<file path="config.mk">
export PLATFORM = sky130hd
export DESIGN_NAME = dmsc_speed_ctrl
export DESIGN_NICKNAME = d
export VERILOG_FILES = /design/src/hdl/dmsc_seg_counter.v /design/src/hdl/dmsc_pwm.v /design/src/hdl/dmsc_speed_ctrl.v
export VERILOG_INCLUDE_DIRS = /design/src /design/src/inc
export SDC_FILE = /design/constraint.sdc
export NUM_CORES = 1
export LEC_CHECK = 0
export BUFFER_PORTS_ARGS = -buffer_cell sky130_fd_sc_hd__buf_2
export CELL_PAD_IN_SITES_DETAIL_PLACEMENT = 0
export CELL_PAD_IN_SITES_GLOBAL_PLACEMENT = 2
export CORE_MARGIN = 1.5
export CORE_UTILIZATION = 35
export CTS_CLUSTER_DIAMETER = 150
export DETAILED_ROUTE_END_ITERATION = 10
export PLACE_DENSITY_LB_ADDON = 0.3
export SYNTH_ARGS = -nofsm -noshare
export SYNTH_HDL_FRONTEND = slang
export SYNTH_SLANG_ARGS = --single-unit
</file>
<file path="constraint.sdc">
create_clock -name core_clk -period 6.8 [get_ports core_clk]
set_clock_uncertainty 0.05 [all_clocks]
set_input_delay 1.36 -clock core_clk [delete_from_list [all_inputs] [get_ports core_clk]]
set_output_delay 1.36 -clock core_clk [all_outputs]
set_load 0.05 [all_outputs]
</file>
<file path="src/inc/dmsc_consts.vh">
`ifndef DMSC_CONSTS_VH
`define DMSC_CONSTS_VH
// ****************************************
// register byte addresses
// ****************************************
`define DMSC_ADDR_SETPOINT   8'h00
`define DMSC_ADDR_DIRECTION  8'h04
`define DMSC_ADDR_SPEED      8'h08
`define DMSC_ADDR_DUTY       8'h0c
`define DMSC_ADDR_STATUS     8'h10
`define DMSC_ADDR_MASK       8'h14
`define DMSC_ADDR_CONTROL    8'h18
// ****************************************
// field positions
// ****************************************
`define DMSC_SET_LEFT_LSB    0
`define DMSC_SET_RIGHT_LSB   8
`define DMSC_DIR_REQ_LSB     0
`define DMSC_DIR_ACT_LSB     8
`define DMSC_CTL_UPDATE_BIT  0
`define DMSC_ST_OVERCURRENT  0
`define DMSC_ST_SHUTDOWN     1
`define DMSC_ST_FAILURE      2
`define DMSC_ST_NO_SUPPLY    3
`define DMSC_ST_WINDOW       4
// ****************************************
// direction codes and reset values
// ****************************************
`define DMSC_DIR_FORWARD     2'h0
`define DMSC_DIR_BACKWARD    2'h1
`define DMSC_DIR_ROT_LEFT    2'h2
`define DMSC_DIR_ROT_RIGHT   2'h3
`define DMSC_RST_DIRECTION   2'h0
`define DMSC_RST_MASK        5'h00
// ****************************************
// timing
// ****************************************
`define DMSC_CLK_HZ          25000000
`define DMSC_WINDOW_MS       200
`define DMSC_WINDOW_CYC      ((`DMSC_CLK_HZ / 1000) * `DMSC_WINDOW_MS)
`define DMSC_OC_SPAN_S       20
`define DMSC_OC_SPAN_WIN     ((`DMSC_OC_SPAN_S * 1000) / `DMSC_WINDOW_MS)
`define DMSC_OC_LIMIT        3
`define DMSC_FAIL_WINDOWS    5
`define DMSC_START_WINDOWS   2
`endif

</file>
<file path="src/hdl/dmsc_seg_counter.v">
`default_nettype none
`include "dmsc_consts.vh"
// counts rising encoder edges; snapshot at each window end
module dmsc_seg_counter #(
   parameter W = 8
) (
   // clock and reset
   input  wire         core_clk,
   input  wire         rst,
   // encoder and window
   input  wire         enc,
   input  wire         win_end,
   output reg  [W-1:0] speed_q
);
   reg         enc_q;
   reg [W-1:0] cnt_q;
   wire        rise = enc & ~enc_q;
   always @(posedge core_clk or posedge rst) begin
      if (rst) begin
         enc_q   <= 1'b0;
         cnt_q   <= {W{1'b0}};
         speed_q <= {W{1'b0}};
      end else begin
         enc_q <= enc;
         if (win_end) begin
            speed_q <= cnt_q;
            cnt_q   <= {{(W-1){1'b0}}, rise};
         end else if (rise && cnt_q != {W{1'b1}}) begin
            cnt_q <= cnt_q + {{(W-1){1'b0}}, 1'b1};
         end
      end
   end
endmodule
`default_nettype wire

</file>
<file path="src/hdl/dmsc_pwm.v">
`default_nettype none
`include "dmsc_consts.vh"
// free-running pwm; output low whenever disabled
module dmsc_pwm #(
   parameter W = 8
) (
   // clock and reset
   input  wire         core_clk,
   input  wire         rst,
   // control
   input  wire         enable,
   input  wire [W-1:0] duty,
   output reg          pwm_q
);
   reg [W-1:0] ramp_q;
   always @(posedge core_clk or posedge rst) begin
      if (rst) begin
         ramp_q <= {W{1'b0}};
         pwm_q  <= 1'b0;
      end else begin
         ramp_q <= ramp_q + {{(W-1){1'b0}}, 1'b1};
         pwm_q  <= enable && (ramp_q < duty);
      end
   end
endmodule
`default_nettype wire

</file>
<file path="src/hdl/dmsc_speed_ctrl.v">
// Our own choices: the register addresses and the Wishbone interface to the registers.
`default_nettype none
`include "dmsc_consts.vh"
// Function
// - Encoder segments of each motor are counted over a 200 ms window, giving speed per window.
// - Each window with a pending update request, the setpoint-minus-speed error is accumulated into that motor's pwm duty.
// - A direction change ramps to zero, switches direction, then returns to the setpoint.
// - An overcurrent indication on either motor stops the motors.
// - Three overcurrent events within 20 s latch a shutdown that flashes four indicators.
// - Duty at maximum without matching measured speed is a failure that halts both motors.
// - Both setpoints at zero decelerate the motors and then disable the pwm outputs.
// - Left and right setpoints are independent, regulated separately and readable back.
// - Measured left and right speeds are readable in segments per window.
// - Direction takes forward, backward, rotate left or rotate right, and the active one reads.
// - Regulation runs at most once per window; extra update requests do nothing.
// - After reset the direction is forward.
// - Without sensor supply the motors stop after a short start attempt and indicators flash.
module dmsc_speed_ctrl #(
   parameter W          = 8,
   parameter WINDOW_CYC = `DMSC_WINDOW_CYC,
   parameter FLASH_CYC  = `DMSC_WINDOW_CYC
) (
   // clock and reset
   input  wire          core_clk,
   input  wire          rst,
   // classic wishbone slave
   input  wire          wb_cyc_i,
   input  wire          wb_stb_i,
   input  wire          wb_we_i,
   input  wire [7:0]    wb_adr_i,
   input  wire [3:0]    wb_sel_i,
   input  wire [31:0]   wb_dat_i,
   output reg  [31:0]   wb_dat_o,
   output reg           wb_ack_o,
   // motor side
   input  wire          enc_left,
   input  wire          enc_right,
   input  wire          overcurrent_left,
   input  wire          overcurrent_right,
   input  wire          sensor_supply_on,
   output reg           pwm_left_q,
   output reg           pwm_right_q,
   output reg  [1:0]    motor_dir_q,
   output reg  [3:0]    status_led_q,
   output reg           irq_q
);
   // ****************************************
   // states and locals
   // ****************************************
   localparam ST_RUN  = 2'h0;
   localparam ST_RAMP = 2'h1;
   localparam ST_OFF  = 2'h2;
   localparam ST_HALT = 2'h3;
   localparam [31:0] WIN_M1 = WINDOW_CYC - 1;
   localparam [31:0] FLASH_M1 = FLASH_CYC - 1;
   localparam A = W + 2;

   reg  [1:0]   state_q;
   reg  [31:0]  win_cnt_q;
   reg          win_end_q;
   reg  [31:0]  flash_cnt_q;
   reg          flash_q;
   reg  [W-1:0] set_left_q;
   reg  [W-1:0] set_right_q;
   reg  [1:0]   dir_req_q;
   reg  [1:0]   dir_act_q;
   reg          update_pend_q;
   reg  [W-1:0] duty_left_q;
   reg  [W-1:0] duty_right_q;
   reg  [4:0]   status_q;
   reg  [4:0]   mask_q;
   reg  [1:0]   oc_count_q;
   reg  [7:0]   oc_span_q;
   reg  [3:0]   fail_cnt_q;
   reg  [3:0]   start_cnt_q;
   reg          shutdown_q;
   reg          oc_prev_q;
   wire [W-1:0] speed_left;
   wire [W-1:0] speed_right;
   wire         pwm_l;
   wire         pwm_r;
   wire         oc_now = overcurrent_left | overcurrent_right;
   wire         oc_evt = oc_now & ~oc_prev_q;
   wire         wb_req = wb_cyc_i & wb_stb_i & ~wb_ack_o;
   wire         wb_wr  = wb_req & wb_we_i;
   wire         pwm_en = (state_q == ST_RUN || state_q == ST_RAMP) && !oc_now;
   // one regulation step per window however many requests arrived
   wire         tick   = win_end_q & update_pend_q;

   // ****************************************
   // measurement window and flash timer
   // ****************************************
   always @(posedge core_clk or posedge rst) begin
      if (rst) begin
         win_cnt_q   <= 32'h0;
         win_end_q   <= 1'b0;
         flash_cnt_q <= 32'h0;
         flash_q     <= 1'b1;
      end else begin
         win_end_q <= (win_cnt_q == WIN_M1);
         if (win_cnt_q == WIN_M1)
            win_cnt_q <= 32'h0;
         else
            win_cnt_q <= win_cnt_q + 32'h1;
         // blink phase restarts at shutdown, so the first flash is a full one
         if (!shutdown_q) begin
            flash_cnt_q <= 32'h0;
            flash_q     <= 1'b1;
         end else if (flash_cnt_q == FLASH_M1) begin
            flash_cnt_q <= 32'h0;
            flash_q     <= ~flash_q;
         end else begin
            flash_cnt_q <= flash_cnt_q + 32'h1;
         end
      end
   end

   // both counters share one window strobe so left and right compare fairly
   dmsc_seg_counter #(.W(W)) u_cnt_left (
      .core_clk (core_clk),
      .rst      (rst),
      .enc      (enc_left),
      .win_end  (win_end_q),
      .speed_q  (speed_left)
   );
   dmsc_seg_counter #(.W(W)) u_cnt_right (
      .core_clk (core_clk),
      .rst      (rst),
      .enc      (enc_right),
      .win_end  (win_end_q),
      .speed_q  (speed_right)
   );

   // ****************************************
   // integrator with saturation
   // ****************************************
   // speed in use is the last window's count: one window of loop lag
   function [W-1:0] integrate;
      input [W-1:0] duty;
      input [W-1:0] target;
      input [W-1:0] meas;
      reg signed [A-1:0] sum;
      begin
         sum = $signed({2'b00, duty}) + $signed({2'b00, target})
               - $signed({2'b00, meas});
         if (sum < 0)
            integrate = {W{1'b0}};
         else if (sum > $signed({2'b00, {W{1'b1}}}))
            integrate = {W{1'b1}};
         else
            integrate = sum[W-1:0];
      end
   endfunction

   // ramp target is zero while reversing or stopping
   wire         to_zero = (state_q == ST_RAMP) || (state_q == ST_OFF);
   wire [W-1:0] tgt_l   = to_zero ? {W{1'b0}} : set_left_q;
   wire [W-1:0] tgt_r   = to_zero ? {W{1'b0}} : set_right_q;
   wire         stopped = (speed_left == {W{1'b0}}) && (speed_right == {W{1'b0}});
   wire         set_zero = (set_left_q == {W{1'b0}}) && (set_right_q == {W{1'b0}});
   // duty pinned high while the wheel barely moves
   wire         stall = (duty_left_q == {W{1'b1}} && speed_left < (set_left_q >> 2)) ||
                        (duty_right_q == {W{1'b1}} && speed_right < (set_right_q >> 2));

   // ****************************************
   // regulation state machine
   // ****************************************
   always @(posedge core_clk or posedge rst) begin
      if (rst) begin
         state_q      <= ST_OFF;
         dir_act_q    <= `DMSC_RST_DIRECTION;
         duty_left_q  <= {W{1'b0}};
         duty_right_q <= {W{1'b0}};
         fail_cnt_q   <= 4'h0;
         start_cnt_q  <= 4'h0;
      end else if (shutdown_q) begin
         state_q      <= ST_HALT;
         duty_left_q  <= {W{1'b0}};
         duty_right_q <= {W{1'b0}};
      // regulation stops and both duties clear to zero under overcurrent; the pending request is spent
      end else if (oc_now) begin
         duty_left_q  <= {W{1'b0}};
         duty_right_q <= {W{1'b0}};
      end else if (tick) begin
         duty_left_q  <= integrate(duty_left_q, tgt_l, speed_left);
         duty_right_q <= integrate(duty_right_q, tgt_r, speed_right);
         fail_cnt_q   <= stall ? fail_cnt_q + 4'h1 : 4'h0;
         if (!sensor_supply_on && state_q == ST_RUN)
            start_cnt_q <= start_cnt_q + 4'h1;
         else
            start_cnt_q <= 4'h0;
         case (state_q)
            ST_OFF: begin
               duty_left_q  <= {W{1'b0}};
               duty_right_q <= {W{1'b0}};
               if (!set_zero)
                  state_q <= (dir_req_q != dir_act_q) ? ST_RAMP : ST_RUN;
            end
            ST_RUN: begin
               if (dir_req_q != dir_act_q || set_zero)
                  state_q <= ST_RAMP;
            end
            ST_RAMP: begin
               if (stopped && duty_left_q == {W{1'b0}} && duty_right_q == {W{1'b0}}) begin
                  dir_act_q <= dir_req_q;
                  state_q   <= set_zero ? ST_OFF : ST_RUN;
               end
            end
            default: state_q <= ST_HALT;
         endcase
      end
   end

   // pwm period is 2**W cycles; a window of whole periods avoids beats in counts
   dmsc_pwm #(.W(W)) u_pwm_left (
      .core_clk (core_clk),
      .rst      (rst),
      .enable   (pwm_en),
      .duty     (duty_left_q),
      .pwm_q    (pwm_l)
   );
   dmsc_pwm #(.W(W)) u_pwm_right (
      .core_clk (core_clk),
      .rst      (rst),
      .enable   (pwm_en),
      .duty     (duty_right_q),
      .pwm_q    (pwm_r)
   );

   // ****************************************
   // protection: overcurrent history and shutdown
   // ****************************************
   always @(posedge core_clk or posedge rst) begin
      if (rst) begin
         oc_prev_q  <= 1'b0;
         oc_count_q <= 2'h0;
         oc_span_q  <= 8'h0;
         shutdown_q <= 1'b0;
      end else begin
         oc_prev_q <= oc_now;
         // span restarts at the first event of a group
         if (oc_evt) begin
            oc_count_q <= oc_count_q + 2'h1;
            if (oc_count_q == 2'h0)
               oc_span_q <= 8'h0;
            if (oc_count_q == `DMSC_OC_LIMIT - 1)
               shutdown_q <= 1'b1;
         end else if (win_end_q && oc_count_q != 2'h0) begin
            if (oc_span_q == `DMSC_OC_SPAN_WIN - 1)
               oc_count_q <= 2'h0;
            else
               oc_span_q <= oc_span_q + 8'h1;
         end
         // latched causes; only reset clears the shutdown
         if (fail_cnt_q == `DMSC_FAIL_WINDOWS)
            shutdown_q <= 1'b1;
         if (start_cnt_q == `DMSC_START_WINDOWS)
            shutdown_q <= 1'b1;
      end
   end

   // ****************************************
   // wishbone registers and interrupt
   // ****************************************
   // registered ack gives one wait state; writes land on the taking edge
   wire [4:0] events = {win_end_q, ~sensor_supply_on & shutdown_q,
                        fail_cnt_q == `DMSC_FAIL_WINDOWS, shutdown_q, oc_evt};
   always @(posedge core_clk or posedge rst) begin
      if (rst) begin
         wb_ack_o      <= 1'b0;
         wb_dat_o      <= 32'h0;
         set_left_q    <= {W{1'b0}};
         set_right_q   <= {W{1'b0}};
         dir_req_q     <= `DMSC_RST_DIRECTION;
         update_pend_q <= 1'b0;
         status_q      <= 5'h00;
         mask_q        <= `DMSC_RST_MASK;
      end else begin
         wb_ack_o <= wb_req;
         wb_dat_o <= 32'h0;
         // a request in the tick cycle is kept for the next window
         if (tick)
            update_pend_q <= 1'b0;
         // sets win over a simultaneous clear
         status_q <= (status_q & ~((wb_wr && wb_adr_i == `DMSC_ADDR_STATUS && wb_sel_i[0])
                     ? wb_dat_i[4:0] : 5'h00)) | events;
         if (wb_wr) begin
            case (wb_adr_i)
               `DMSC_ADDR_SETPOINT: begin
                  if (wb_sel_i[0]) set_left_q  <= wb_dat_i[`DMSC_SET_LEFT_LSB +: W];
                  if (wb_sel_i[1]) set_right_q <= wb_dat_i[`DMSC_SET_RIGHT_LSB +: W];
               end
               `DMSC_ADDR_DIRECTION:
                  if (wb_sel_i[0]) dir_req_q <= wb_dat_i[1:0];
               `DMSC_ADDR_MASK:
                  if (wb_sel_i[0]) mask_q <= wb_dat_i[4:0];
               `DMSC_ADDR_CONTROL:
                  if (wb_sel_i[0] && wb_dat_i[`DMSC_CTL_UPDATE_BIT])
                     update_pend_q <= 1'b1;
               default: ;
            endcase
         end else if (wb_req) begin
            case (wb_adr_i)
               `DMSC_ADDR_SETPOINT:
                  wb_dat_o <= {16'h0, set_right_q, set_left_q};
               `DMSC_ADDR_DIRECTION:
                  wb_dat_o <= {22'h0, dir_act_q, 6'h0, dir_req_q};
               `DMSC_ADDR_SPEED:
                  wb_dat_o <= {16'h0, speed_right, speed_left};
               `DMSC_ADDR_DUTY:
                  wb_dat_o <= {16'h0, duty_right_q, duty_left_q};
               `DMSC_ADDR_STATUS:
                  wb_dat_o <= {22'h0, state_q, 3'h0, status_q};
               `DMSC_ADDR_MASK:
                  wb_dat_o <= {27'h0, mask_q};
               default: wb_dat_o <= 32'h0;
            endcase
         end
      end
   end

   // ****************************************
   // registered outputs
   // ****************************************
   always @(posedge core_clk or posedge rst) begin
      if (rst) begin
         pwm_left_q   <= 1'b0;
         pwm_right_q  <= 1'b0;
         motor_dir_q  <= `DMSC_RST_DIRECTION;
         status_led_q <= 4'h0;
         irq_q        <= 1'b0;
      end else begin
         // shutdown gates the pins directly, not through the duty path
         pwm_left_q   <= pwm_l & ~shutdown_q;
         pwm_right_q  <= pwm_r & ~shutdown_q;
         motor_dir_q  <= dir_act_q;
         status_led_q <= shutdown_q ? {4{flash_q}} : 4'h0;
         irq_q        <= |(status_q & mask_q);
      end
   end
endmodule
`default_nettype wire

</file>
==> flow_summary.ini <==
[outcome]
status = finished clean

[cts]
post_cts_buffers = 0
root_buffer = clkbuf_16
cts.sinks = 210
ctsHtreeMaxLevel = 1
cts_resized = 0
insertion_delay_ns = 0.53
clockBufferDepth = 3
cts_tree = yes
ctsHoldBuffers = 0
numCtsBuffers = 25
clk_pin_slew_worst_paths_ns = 0.06

[finish]
seq_area_mm2 = 0.00526
drive_above_1_share_pct = 13.0
multi_input_area_mm2 = 0.00581
final_nets = 1347
stdcell_area_mm2 = 0.0131
fin_util_pct = 40.4
num_antenna_cells = 0
layout_commonest_cell = dfrtp_1
fillers = 3252
final_cell_mix = 208 x dfrtp_1, 115 x nand2_1, 92 x nor2_1
area_growth_pct = 13.8

[timing]
finalCritPeriodShare_pct = 61.4
setup-tns-final_ns = 0
setup_viol = 0
rsz0062_at_grt = no
period_needed_ns = 4.17
slew_violations = 0
tightest_slew_ns = 1.19
finalHoldViolCount = 0
max_slew_margin_pct = 20.2
clock.fmax_mhz = 240

[worst_hold_path]
hold_path_class = flop to flop

[place]
place_congestion = 0.805
numPortBuffers = 61
dp_hpwl_um = 20700
place_area_mm2 = 0.0123

[detailed_routing]
drtAntennaViolNets = 0
vias = 8545
drt_wl_total_um = 28800
wl_per_cell_um = 17.1
drt_first_pass_iters = 6
drt-vias-per-instance = 5.09
first_iter_violations = 552
drc_errors = 0

[die]
initial_utilization_pct = 35.5
num_rows = 66
ioPinCount = 96
coreArea_mm2 = 0.0325
die_w_um = 185
die_area_mm2 = 0.0341
die_h_um = 185

[global_route]
gr-usage-all-layers_pct = 17.4
antenna_found_initial = 2
grt_pass1_wl_um = 46800
grt_pass1_vias = 8388
grt_max_degree = 175
grt.overflow.total = 0

[worst_setup_path]
crit_top_cell = fa_1
path_cells = inv_1, ha_1, nor2b_1, fa_1, fa_1, a211o_1, a2111oi_0, a21oi_1, or4_1, a31o_2, o311ai_0
critPathTopFamily = adder cells
critPathBufInv = 1
cp-start-kind = flop
path_max_fanout = 16
slowest_stage = ha_1
slowest_delay_ns = 0.58
crit_required_ns = 7.15
critPathKind = flop to flop
cp-end-kind = flop
cp.arrival_ns = 4.53

[power]
power_density_mw_per_mm2 = 223
swShare_pct = 25.1
p_int_mw = 2.20
clockPowerShare_pct = 47.9
power_frac_seq_pct = 45.9
combPwrFrac_pct = 6.2
p_leak_nw = 6.17
switchingPower_mw = 0.736
vdd_ir_drop_max_v = 0.000189
power.total_mw = 2.93

[synth]
synth-main-ff-cell = dfrtp_1
ys_types = 69
synth_seq_area_share_pct = 45.5
ys_seq_elements = 210
syn_area_per_cell_um2 = 10.0
syn_inst = 1153
netlist_area_mm2 = 0.0116
synth_edf_count = 0
yosys_warnings = 0
async_flop_share_pct = 100

[run]
max_cap_violations = 0
logic make-up after synthesis:
kind of cell	Yosys count	share of synthesized area, %
and+or+nand+nor	428	19.3
DFF	210	45.5
AOI/OAI and AO/OA	193	11.2
buffers and inverters	121	4.67
xor gates and xnor gates	91	6.90
adders and majority gates	75	9.16
muxes	34	3.25
other	1	0.0325
routing by layer:
layer / GRT usage (%) / vias to the layer above / wire, um
met3: 2.51 / 41 / 1350
met5: 0 / - / 26
met4: 4.20 / 4 / 607
met2: 26.1 / 180 / 12200
li1: - / 4181 / -
met1: 26.1 / 4139 / 14600
worst reg2reg max path, delay by kind of cell, from the launching register on:
family	cells	cell delay, ns
and+or+nand+nor	2	0.55
buffers and inverters	1	0.07
adders and majority gates	3	1.59
DFF	1	0.57
AOI/OAI and AO/OA	5	1.23
registers in the layout, indices dropped and copies added (netlist names), 4 cells and up:
signal	cells
u_cnt_right.speed_q	8
set_left_q	8
wb_dat_o	16
u_pwm_left.ramp_q	8
win_cnt_q	32
fail_cnt_q	4
flash_cnt_q	32
start_cnt_q	4
mask_q	5
duty_left_q	8
u_cnt_right.cnt_q	8
status_q	5
duty_right_q	8
set_right_q	8
u_pwm_right.ramp_q	8
oc_span_q	8
u_cnt_left.speed_q	8
u_cnt_left.cnt_q	8
power groups by stage:
| stage | Combinational, mW | Sequential, mW | Clock [mW] |
|---|---|---|---|
| floorplan | 0.144 | 1.36 | 0 |
| global placement | 0.181 | 1.37 | 0 |
| detailed placement | 0.184 | 1.37 | 0 |
| CTS | 0.185 | 1.35 | 1.45 |
| global route | 0.210 | 1.36 | 1.50 |
| finish | 0.181 | 1.35 | 1.41 |
cells in the mapped netlist, types with 7 or more instances:
cell      count  area [um2]
o21ai_0      42         210
fa_1         16         320
a21o_1       13        97.6
nand3_1      47         235
nor4_1       24         150
xnor2_1      43         377
and4_1        7        61.3
dfrtp_1     208        5200
xor2_1       48         420
a31oi_1       7        43.8
ha_1         59         738
mux2_2       28         315
nor3_1       15        75.1
nand4_1      31         194
inv_1        78         293
clkbuf_1     13        48.8
nand2b_1     21         131
or3_1        10        62.6
nor2b_1       7        43.8
a22oi_1      33         248
buf_4        20         150
nand2_1     115         432
a21oi_1      36         180
or4_1        10        75.1
and3_1       15        93.8
nor2_1       92         345
stage by stage:
step | hold slack, ns | worst slack [ns] | instances
finish | 0.406 | 2.63 | 1679
global route | 0.431 | 2.33 | 1679
CTS | 0.409 | 2.61 | 1679
detailed placement | 0.398 | 2.65 | 1633
global placement | 0.388 | 2.62 | 1633
floorplan | 0.358 | 2.66 | 1168
layout make-up:
type	instances	share of cell area, %
clock buffer	26	4.86
clock inverter	20	1.78
inverter	78	2.26
multi-input combinational	837	44.2
sequential	210	40.0
tap	442	4.21
timing repair buffer	66	2.70
final timing paths:
check / to / cells after the start / slack, ns / startpoint
worst max-delay path: duty_right_q[7] / 11 / 2.63 / state_q[1]
worst min-delay path: pwm_right_q / 1 / 0.41 / u_pwm_right.pwm_q
worst max register to register: duty_right_q[7] / 11 / 2.63 / state_q[1]
worst min register to register: pwm_right_q / 1 / 0.41 / u_pwm_right.pwm_q
max in group asynchronous: duty_right_q[2] / 3 / 4.28 / rst
min in group asynchronous: wb_ack_o / 2 / 0.92 / rst
Power figures use the tool's default switching activity.
